===== config.mk =====
export PLATFORM = sky130hd
export DESIGN_NAME = cpo_core
export DESIGN_NICKNAME = d
export VERILOG_FILES = /design/src/common/cpo_pkg.sv /design/src/core/cpo_eo_corr.sv /design/src/core/cpo_core.sv
export SDC_FILE = /design/constraint.sdc
export NUM_CORES = 1
export LEC_CHECK = 0
export ABC_AREA = 1
export CORE_MARGIN = 2
export CORE_UTILIZATION = 60
export CTS_CLUSTER_SIZE = 40
export DETAILED_ROUTE_END_ITERATION = 8
export DONT_BUFFER_PORTS = 1
export GPL_TIMING_DRIVEN = 0
export PLACE_DENSITY = 0.76
export SLEW_MARGIN = 20
export SYNTH_ARGS = -nofsm -noshare
export SYNTH_HDL_FRONTEND = slang
export SYNTH_HIERARCHICAL = 1
export SYNTH_SLANG_ARGS = --single-unit

===== constraint.sdc =====
create_clock -name aclk -period 3.6 [get_ports aclk]
set_input_delay 0.54 -clock aclk [delete_from_list [all_inputs] [get_ports aclk]]
set_output_delay 0.54 -clock aclk [all_outputs]
set_load 0.01 [all_outputs]

===== src/common/cpo_pkg.sv =====
// cpo_pkg: constants shared by the pixel output correction core and its even-odd stage.
// assumes one clock (the converter clock) and an AXI4-Lite register port with 32-bit data.
package cpo_pkg;
  // pixel and register widths
  localparam int          CPO_DATA_W      = 10;
  localparam int          CPO_GAIN_W      = 10;
  localparam int          CPO_AUX_W       = 8;
  localparam int          CPO_TARGET_W    = 7;
  localparam int          CPO_OFFSET_W    = 12;
  localparam int          CPO_ADDR_W      = 8;
  localparam int          CPO_BUS_W       = 32;
  // register byte offsets
  localparam logic [7:0]  CPO_OFF_CTRL    = 8'h00;
  localparam logic [7:0]  CPO_OFF_GAIN    = 8'h04;
  localparam logic [7:0]  CPO_OFF_AUX1    = 8'h08;
  localparam logic [7:0]  CPO_OFF_AUX2    = 8'h0C;
  localparam logic [7:0]  CPO_OFF_STATUS  = 8'h10;
  localparam logic [7:0]  CPO_OFF_OFFSETS = 8'h14;
  // control register fields
  localparam int          CPO_CLAMP_LSB   = 0;
  localparam int          CPO_CORR_DIS    = 2;
  localparam int          CPO_GAIN_SRC    = 3;
  // reset values
  localparam logic [1:0]  CPO_CLAMP_RST   = 2'h0;
  localparam logic        CPO_CORR_RST    = 1'b0;
  localparam logic        CPO_SRC_RST     = 1'b0;
  localparam logic [9:0]  CPO_GAIN_RST    = 10'h000;
  localparam logic [7:0]  CPO_AUX_RST     = 8'h00;
  // pipeline latencies in converter clocks
  localparam int          CPO_LAT_BYPASS  = 5;
  localparam int          CPO_LAT_EXTRA   = 2;
  // black averaging weight as a shift
  localparam int          CPO_AVG_SHIFT   = 3;
  // bus responses
  localparam logic [1:0]  CPO_RESP_OKAY   = 2'h0;
  localparam logic [1:0]  CPO_RESP_SLVERR = 2'h2;

  // clamp level code to black target in output codes
  function automatic logic [6:0] cpo_clamp_target(input logic [1:0] code);
    unique case (code)
      2'h0: cpo_clamp_target = 7'h20;
      2'h1: cpo_clamp_target = 7'h30;
      2'h2: cpo_clamp_target = 7'h40;
      2'h3: cpo_clamp_target = 7'h10;
    endcase
  endfunction : cpo_clamp_target
endpackage : cpo_pkg


===== src/core/cpo_eo_corr.sv =====
// cpo_eo_corr: even-odd black tracking and two-stage offset correction.
// assumes pixels arrive one per clock tagged with channel parity and a black flag.
`timescale 1ns/10ps
`default_nettype none
module cpo_eo_corr
  import cpo_pkg::*;
#(
  parameter int DATA_W = CPO_DATA_W
) (
  input  wire logic              aclk,
  input  wire logic              aresetn,
  input  wire logic [DATA_W-1:0] in_data,
  input  wire logic              in_odd,
  input  wire logic              in_black,
  output logic      [DATA_W-1:0] out_data,
  output logic      [DATA_W:0]   corr_value
);
  localparam int ACC_W = DATA_W + CPO_AVG_SHIFT;

  logic [ACC_W-1:0]  acc_even;
  logic [ACC_W-1:0]  acc_odd;
  logic [DATA_W-1:0] s1_data;
  logic              s1_odd;
  logic [DATA_W+1:0] sum;

  // elaboration check
  if (DATA_W < 4 || DATA_W > 16) begin : g_bad_width
    $error("cpo_eo_corr: DATA_W out of range");
  end

  // leaky average of black pixels per channel
  always_ff @(posedge aclk) begin
    if (!aresetn) begin
      acc_even <= '0;
      acc_odd  <= '0;
    end else if (in_black) begin
      if (in_odd) begin
        acc_odd <= acc_odd - (acc_odd >> CPO_AVG_SHIFT) + ACC_W'(in_data);
      end else begin
        acc_even <= acc_even - (acc_even >> CPO_AVG_SHIFT) + ACC_W'(in_data);
      end
    end
  end

  // first stage: capture pixel and current balance
  always_ff @(posedge aclk) begin
    if (!aresetn) begin
      s1_data    <= '0;
      s1_odd     <= 1'b0;
      corr_value <= '0;
    end else begin
      s1_data    <= in_data;
      s1_odd     <= in_odd;
      corr_value <= (DATA_W+1)'(acc_even[ACC_W-1:CPO_AVG_SHIFT])
                  - (DATA_W+1)'(acc_odd[ACC_W-1:CPO_AVG_SHIFT]);
    end
  end

  always_comb begin
    sum = (DATA_W+2)'(s1_data) + (s1_odd ? {corr_value[DATA_W], corr_value} : '0);
  end

  // second stage: odd pixels shifted onto even black, saturated
  always_ff @(posedge aclk) begin
    if (!aresetn) begin
      out_data <= '0;
    end else if (sum[DATA_W+1]) begin
      out_data <= '0;
    end else if (sum[DATA_W]) begin
      out_data <= '1;
    end else begin
      out_data <= sum[DATA_W-1:0];
    end
  end
endmodule : cpo_eo_corr
`default_nettype wire


===== src/core/cpo_core.sv =====
// cpo_core: pixel output stage of the ccd processor with AXI4-Lite control registers.
// assumes aclk is the converter clock and all strobes are synchronous to it.
//
// Behaviour
// - black clamp strobe low runs black loop driving black pixels toward target.
// - black target selectable by software among 16, 32, 48 and 64 codes.
// - clamp field 00=32, 01=48, 10=64, 11=16 codes; resets to 00.
// - input bias clamp low closes the input bias loop.
// - pixel blanking low halts sampling and disconnects the inputs.
// - pixel output is all zero while pixel blanking is low.
// - pixels alternate between two sampling channels, ping-pong.
// - digital stage tracks even and odd black separately and balances them.
// - correction adds two clocks, total latency seven clocks.
// - correction disable bit: 0 corrects, 1 bypasses; resets to 0.
// - output data updates on the converter clock.
// - gain settable from an internal 10-bit code over the same range.
// - gain source bit: 0 external inputs, 1 internal code; resets to 0.
// - two independent 8-bit auxiliary converter codes held from software.
//
// The AXI4-Lite register port and the placing of the registers were chosen for this implementation.
`timescale 1ns/10ps
`default_nettype none
module cpo_core
  import cpo_pkg::*;
#(
  parameter int DATA_W = CPO_DATA_W,
  parameter int LAT    = CPO_LAT_BYPASS
) (
  input  wire logic                    aclk,
  input  wire logic                    aresetn,
  // register bus
  input  wire logic [CPO_ADDR_W-1:0]   s_axi_awaddr,
  input  wire logic                    s_axi_awvalid,
  output logic                         s_axi_awready,
  input  wire logic [CPO_BUS_W-1:0]    s_axi_wdata,
  input  wire logic [3:0]              s_axi_wstrb,
  input  wire logic                    s_axi_wvalid,
  output logic                         s_axi_wready,
  output logic [1:0]                   s_axi_bresp,
  output logic                         s_axi_bvalid,
  input  wire logic                    s_axi_bready,
  input  wire logic [CPO_ADDR_W-1:0]   s_axi_araddr,
  input  wire logic                    s_axi_arvalid,
  output logic                         s_axi_arready,
  output logic [CPO_BUS_W-1:0]         s_axi_rdata,
  output logic [1:0]                   s_axi_rresp,
  output logic                         s_axi_rvalid,
  input  wire logic                    s_axi_rready,
  // converter side
  input  wire logic [DATA_W-1:0]       adc_data,
  input  wire logic                    black_clamp_strobe_n,
  input  wire logic                    input_bias_clamp_n,
  input  wire logic                    pixel_blank_n,
  input  wire logic                    ref_sample_strobe,
  input  wire logic                    data_sample_strobe,
  input  wire logic [CPO_GAIN_W-1:0]   coarse_gain_input,
  input  wire logic [CPO_GAIN_W-1:0]   fine_gain_input,
  // outputs
  output logic [DATA_W-1:0]            pixel_out,
  output logic                         cds_run,
  output logic                         input_connect,
  output logic                         bias_loop_close,
  output logic                         sample_channel_odd,
  output logic [CPO_OFFSET_W-1:0]      black_offset_even,
  output logic [CPO_OFFSET_W-1:0]      black_offset_odd,
  output logic [CPO_GAIN_W-1:0]        gain_coarse_code,
  output logic [CPO_GAIN_W-1:0]        gain_fine_code,
  output logic [CPO_AUX_W-1:0]         aux1_code,
  output logic [CPO_AUX_W-1:0]         aux2_code
);
  localparam int PW = DATA_W + 2;

  // elaboration check: target fits the pixel, status fields must not overlap
  if (DATA_W < 7 || DATA_W > 15 || LAT < 1) begin : g_bad_param
    $error("cpo_core: DATA_W or LAT out of range");
  end

  // registers
  logic [1:0]           clamp_level;
  logic                 correction_disable;
  logic                 gain_source_select;
  logic [CPO_GAIN_W-1:0] gain_code;

  // bus state
  logic                  aw_full;
  logic                  w_full;
  logic [CPO_ADDR_W-1:0] aw_addr;
  logic [CPO_BUS_W-1:0]  w_data;
  logic [3:0]            w_strb;
  logic                  do_write;
  logic                  wr_hit;

  // pipeline
  logic [PW-1:0]         pipe [LAT];
  logic                  ref_seen;
  logic                  data_strobe_q;
  logic [DATA_W-1:0]     corr_data;
  logic [DATA_W:0]       corr_value;
  logic [DATA_W-1:0]     tap_data;
  logic                  tap_odd;
  logic                  tap_black;
  logic [CPO_TARGET_W-1:0] black_target;
  logic [CPO_BUS_W-1:0]  next_rdata;
  logic                  rd_hit;

  // write channel acceptance
  assign s_axi_awready = !aw_full && !s_axi_bvalid;
  assign s_axi_wready  = !w_full && !s_axi_bvalid;
  assign do_write      = aw_full && w_full && !s_axi_bvalid;
  assign s_axi_arready = !s_axi_rvalid;

  always_comb begin
    wr_hit = (aw_addr == CPO_OFF_CTRL) || (aw_addr == CPO_OFF_GAIN)
          || (aw_addr == CPO_OFF_AUX1) || (aw_addr == CPO_OFF_AUX2)
          || (aw_addr == CPO_OFF_STATUS) || (aw_addr == CPO_OFF_OFFSETS);
  end

  always_ff @(posedge aclk) begin
    if (!aresetn) begin
      aw_full <= 1'b0;
      aw_addr <= '0;
    end else if (s_axi_awvalid && s_axi_awready) begin
      aw_full <= 1'b1;
      aw_addr <= {s_axi_awaddr[CPO_ADDR_W-1:2], 2'h0};
    end else if (do_write) begin
      aw_full <= 1'b0;
    end
  end

  always_ff @(posedge aclk) begin
    if (!aresetn) begin
      w_full <= 1'b0;
      w_data <= '0;
      w_strb <= '0;
    end else if (s_axi_wvalid && s_axi_wready) begin
      w_full <= 1'b1;
      w_data <= s_axi_wdata;
      w_strb <= s_axi_wstrb;
    end else if (do_write) begin
      w_full <= 1'b0;
    end
  end

  always_ff @(posedge aclk) begin
    if (!aresetn) begin
      s_axi_bvalid <= 1'b0;
      s_axi_bresp  <= CPO_RESP_OKAY;
    end else if (do_write) begin
      s_axi_bvalid <= 1'b1;
      s_axi_bresp  <= wr_hit ? CPO_RESP_OKAY : CPO_RESP_SLVERR;
    end else if (s_axi_bready) begin
      s_axi_bvalid <= 1'b0;
    end
  end

  // register writes, byte lanes honoured
  always_ff @(posedge aclk) begin
    if (!aresetn) begin
      clamp_level        <= CPO_CLAMP_RST;
      correction_disable <= CPO_CORR_RST;
      gain_source_select <= CPO_SRC_RST;
      gain_code          <= CPO_GAIN_RST;
      aux1_code          <= CPO_AUX_RST;
      aux2_code          <= CPO_AUX_RST;
    end else if (do_write) begin
      if (aw_addr == CPO_OFF_CTRL && w_strb[0]) begin
        clamp_level        <= w_data[CPO_CLAMP_LSB +: 2];
        correction_disable <= w_data[CPO_CORR_DIS];
        gain_source_select <= w_data[CPO_GAIN_SRC];
      end
      if (aw_addr == CPO_OFF_GAIN) begin
        if (w_strb[0]) gain_code[7:0] <= w_data[7:0];
        if (w_strb[1]) gain_code[CPO_GAIN_W-1:8] <= w_data[CPO_GAIN_W-1:8];
      end
      if (aw_addr == CPO_OFF_AUX1 && w_strb[0]) aux1_code <= w_data[CPO_AUX_W-1:0];
      if (aw_addr == CPO_OFF_AUX2 && w_strb[0]) aux2_code <= w_data[CPO_AUX_W-1:0];
    end
  end

  // read path
  always_comb begin
    next_rdata = '0;
    rd_hit     = 1'b1;
    unique case ({s_axi_araddr[CPO_ADDR_W-1:2], 2'h0})
      CPO_OFF_CTRL: begin
        next_rdata[CPO_CLAMP_LSB +: 2] = clamp_level;
        next_rdata[CPO_CORR_DIS]       = correction_disable;
        next_rdata[CPO_GAIN_SRC]       = gain_source_select;
      end
      CPO_OFF_GAIN:    next_rdata[CPO_GAIN_W-1:0] = gain_code;
      CPO_OFF_AUX1:    next_rdata[CPO_AUX_W-1:0]  = aux1_code;
      CPO_OFF_AUX2:    next_rdata[CPO_AUX_W-1:0]  = aux2_code;
      CPO_OFF_STATUS: begin
        next_rdata[DATA_W:0]        = corr_value;
        next_rdata[16 +: CPO_TARGET_W] = black_target;
        next_rdata[24]              = sample_channel_odd;
        next_rdata[25]              = cds_run;
      end
      CPO_OFF_OFFSETS: begin
        next_rdata[CPO_OFFSET_W-1:0]  = black_offset_even;
        next_rdata[16 +: CPO_OFFSET_W] = black_offset_odd;
      end
      default: rd_hit = 1'b0;
    endcase
  end

  always_ff @(posedge aclk) begin
    if (!aresetn) begin
      s_axi_rvalid <= 1'b0;
      s_axi_rdata  <= '0;
      s_axi_rresp  <= CPO_RESP_OKAY;
    end else if (s_axi_arvalid && s_axi_arready) begin
      s_axi_rvalid <= 1'b1;
      s_axi_rdata  <= next_rdata;
      s_axi_rresp  <= rd_hit ? CPO_RESP_OKAY : CPO_RESP_SLVERR;
    end else if (s_axi_rready) begin
      s_axi_rvalid <= 1'b0;
    end
  end

  // front-end controls
  assign black_target    = cpo_clamp_target(clamp_level);
  assign cds_run         = pixel_blank_n;
  assign input_connect   = pixel_blank_n;
  assign bias_loop_close = !input_bias_clamp_n;
  assign gain_coarse_code = gain_source_select ? gain_code : coarse_gain_input;
  assign gain_fine_code   = gain_source_select ? '0 : fine_gain_input;

  // ping-pong channel advances on each data sample after a reference sample
  always_ff @(posedge aclk) begin
    if (!aresetn) begin
      data_strobe_q      <= 1'b0;
      ref_seen           <= 1'b0;
      sample_channel_odd <= 1'b0;
    end else begin
      data_strobe_q <= data_sample_strobe;
      if (!pixel_blank_n) begin
        ref_seen <= 1'b0;
      end else if (ref_sample_strobe) begin
        ref_seen <= 1'b1;
      end else if (data_sample_strobe && !data_strobe_q && ref_seen) begin
        ref_seen           <= 1'b0;
        sample_channel_odd <= !sample_channel_odd;
      end
    end
  end

  // delay line: black flag, channel, pixel
  always_ff @(posedge aclk) begin
    if (!aresetn) begin
      for (int i = 0; i < LAT; i++) pipe[i] <= '0;
    end else begin
      pipe[0] <= {!black_clamp_strobe_n, sample_channel_odd, adc_data};
      for (int i = 1; i < LAT; i++) pipe[i] <= pipe[i-1];
    end
  end

  assign tap_black = pipe[LAT-1][PW-1];
  assign tap_odd   = pipe[LAT-1][PW-2];
  assign tap_data  = pipe[LAT-1][DATA_W-1:0];

  // black loop: per-channel integrators toward the target
  always_ff @(posedge aclk) begin
    if (!aresetn) begin
      black_offset_even <= '0;
      black_offset_odd  <= '0;
    end else if (tap_black) begin
      if (tap_odd) begin
        if (tap_data > DATA_W'(black_target)) black_offset_odd <= black_offset_odd - 1'b1;
        else if (tap_data < DATA_W'(black_target)) black_offset_odd <= black_offset_odd + 1'b1;
      end else begin
        if (tap_data > DATA_W'(black_target)) black_offset_even <= black_offset_even - 1'b1;
        else if (tap_data < DATA_W'(black_target)) black_offset_even <= black_offset_even + 1'b1;
      end
    end
  end

  cpo_eo_corr #(
    .DATA_W     (DATA_W)
  ) u_eo_corr (
    .aclk       (aclk),
    .aresetn    (aresetn),
    .in_data    (tap_data),
    .in_odd     (tap_odd),
    .in_black   (tap_black),
    .out_data   (corr_data),
    .corr_value (corr_value)
  );

  // output select and blanking
  always_comb begin
    if (!pixel_blank_n) begin
      pixel_out = '0;
    end else if (correction_disable) begin
      pixel_out = tap_data;
    end else begin
      pixel_out = corr_data;
    end
  end
endmodule : cpo_core
`default_nettype wire


==> out/qor.csv <==
metric;value;unit
Synth top area share;34.52;%
gr usage total;29.49;%
Seq/Total Area, Yosys;34.52;%
static leakage;7.566;nW
htree depth;1;
period utilization;89.17;%
Longest Clk Path Bufs;3;
Final min period;3.210;ns
Post-Layout Cell Count;2194;
Yosys reg bits;223;
crit path DAT;3.64;ns
die area;22750;µm²
Mapped Cells;1866;
global placer's final weighted congestion;0.9634;
drt total wl;34060;µm
clock sink total;223;
average size of a mapped cell;6.931;µm²
Core Box Area;21090;µm²
status;finished, final reports clean;
Commonest cells post-synth;nand2_1 (456), inv_1 (396), dfxtp_1 (223);
warnings from Yosys;6;
vias in the first global route;10490;
Main synth FF type;dfxtp_1;
first-pass GRT wire length;53030;µm
Pwr Total;5.834;mW
CTS tree;built;
Nets;2090;
Setup-failing EPs final;0;
Die Width;150.8;µm
Distinct cells, synth;55;
ys async rst share;0;%
Routed WL per cell;15.52;µm
Post-synth EDFFs;0;
pwr/cell area;410.4;nW/µm²
most common cell in the synthesized netlist;nand2_1;
slew margin rel.;49.40;%
Row Count;53;
ant diodes;0;
Ports;209;
clk_skew;0.02728;ns
Netlist Area Pre-Place;12930;µm²
final core occ;67.41;%
Worst Setup End Kind;register;
Final Slew Violations;0;
CP required;4.03;ns
Vias/cell;5.247;
share of layout cells above drive strength 1;7.295;%
drc violations;0;
CP max FO;10;
Fmax;0.3115;GHz
Vias;11510;
Final ANT Viol Nets;0;
GRT overflow;0;
hold slack;0.07828;ns
Hold Crit Class;primary input to register;
max_cap viols;0;
clk_lat worst skew;0.53;ns
Synth area leaders;dfxtp_1 (35%), nand2_1 (13%), inv_1 (11%);
Num CTS Buffers;24;
clock-pin slew of the registers on the worst-case setup and hold paths;0.07;ns
DR pass1 iterations;5;
Initial Util;61.33;%
RSZ-0062 raised after global routing;false;
startpoint types;register;
detailed placement HPWL;26530;µm
Worst-Margin Slew;0.7591;ns
Setup CP Type;register to register;
setup_tns;0;ns
peak supply drop;0.3781;mV
largest net degree at the start of global routing;21;
DR iter-0 viols;767;
Port-buffer cells;0;
Yosys top cell by area;dfxtp_1;
placed cell count;2150;
Synth-to-Final Area Change;9.906;%
Die Y-Extent;150.8;µm
Root Buffer;clkbuf_16;
final hold vios;0;
antenna violations before repair;0;
-- state kept, by name (all words and copies together), names as in the netlist, 2 cells and up --
name                  flops
s_axi_rdata              24
w_strb                    2
u_eo_corr/corr_value     11
pipe                     60
black_offset_even        12
clamp_level               2
u_eo_corr/acc_odd        13
w_data                   10
aux2_code                 8
u_eo_corr/out_data       10
aw_addr                   6
aux1_code                 8
u_eo_corr/s1_data        10
black_offset_odd         12
gain_code                10
u_eo_corr/acc_even       13
-- power by group --
part / switching (mW) / total, mW / leakage [nW] / internal (mW)
registers: 0.0563 / 2.59 / 1.81 / 2.54
logic: 0.339 / 0.511 / 5.33 / 0.173
clock network: 1.03 / 2.73 / 0.421 / 1.70
total: 1.42 / 5.83 / 7.57 / 4.41
-- timing repair --
| action | CTS | global route |
|---|---|---|
| hold buffers | 0 | 0 |
| buffers inserted | 0 | 1 |
| endpoints found under the setup margin | 0 | 12 |
| gates resized for setup | 0 | 3 |
-- through the flow --
step	setup WS [ns]	cell area, µm²
6_report	0.3898	14210
2_1_floorplan	0.9280	12970
4_1_cts	0.1160	14190
3_3_place_gp	0.1837	13310
3_5_place_dp	0.1198	13310
5_1_grt	0.1307	14210
-- logic make-up (layout without fill, tap and decap cells) --
family                   Yosys count  in the layout  synth area share, %
multiplexers                      10             10               0.8707
XOR/XNOR                          28             28                1.896
AO/OA/AOI/OAI                    295            295                12.53
AND/OR/NAND/NOR                  753            753                25.21
adder cells (fa/ha/maj)           93             93                10.39
flip-flops                       223            223                34.52
buffers and inverters            463            507                14.56
other                              1             10              0.02899
-- worst max-delay path: stages (launching register included) --
cell and delay, ns:
dfxtp_1 0.50, nand2_1 0.17, ha_1 0.33, nand2_1 0.05, nor2_1 0.15, nand2_1 0.14
nand2_2 0.23, clkinvlp_4 0.30, ha_1 0.41, a21oi_1 0.33, nand2_1 0.09, nand2_1 0.10
nand4_1 0.10, a21oi_1 0.17, nor2_1 0.05
-- cells in the final DEF (no fill, tap or decap), drive strengths merged, types with 4 or more instances in the layout --
master / Yosys / routed
nand2: 464 / 464
inv: 399 / 399
dfxtp: 223 / 223
a21oi: 160 / 160
nor2: 158 / 158
o21ai: 108 / 108
nand3: 95 / 95
ha: 69 / 69
clkbuf: 34 / 62
buf: 28 / 29
fa: 24 / 24
nand4: 19 / 19
xnor2: 15 / 15
xor2: 13 / 13
mux2: 10 / 10
conb: 1 / 10
nor3: 8 / 8
bufinv: 1 / 7
o21bai: 6 / 6
clkinvlp: 0 / 5
clkinv: 1 / 5
a31oi: 4 / 4
nand3b: 4 / 4
-- layout make-up --
| cell class | count | area (µm²) |
|---|---|---|
| plain buffers | 62 | 364.1 |
| clock buffers | 28 | 635.6 |
| clock inverters | 14 | 246.5 |
| fillers | 1864 | 6873 |
| inverters | 401 | 1523 |
| multi-input cells | 1189 | 6623 |
| flip-flops and latches | 223 | 4464 |
| well taps | 275 | 344.1 |
| repair buffers | 1 | 7.507 |
| repair inverters | 1 | 7.507 |
-- worst paths after layout --
kind / start / endpoint / slack (ns) / cells after the start
worst max register to register: clamp_level[1]$_SDFFE_PN0P_ / black_offset_even[10]$_SDFFE_PN0P_ / 0.39 / 14
worst max-delay path: clamp_level[1]$_SDFFE_PN0P_ / black_offset_even[10]$_SDFFE_PN0P_ / 0.39 / 14
worst min register to register: pipe[0][3]$_SDFF_PN0_ / pipe[0][15]$_SDFF_PN0_ / 0.39 / 2
worst min-delay path: black_clamp_strobe_n / pipe[0][11]$_SDFF_PN0_ / 0.08 / 1
-- layer usage --
metal	part of all wire (%)	vias up	routed length, µm	track usage (%)
li1	-	5827	-	-
met1	43	5236	14710	38.77
met2	46	376	15710	49.66
met3	7.9	74	2674	5.090
met4	2.8	0	962	9.206
met5	0	-	0	0
Note: power is estimated with default switching activity, not from simulation.
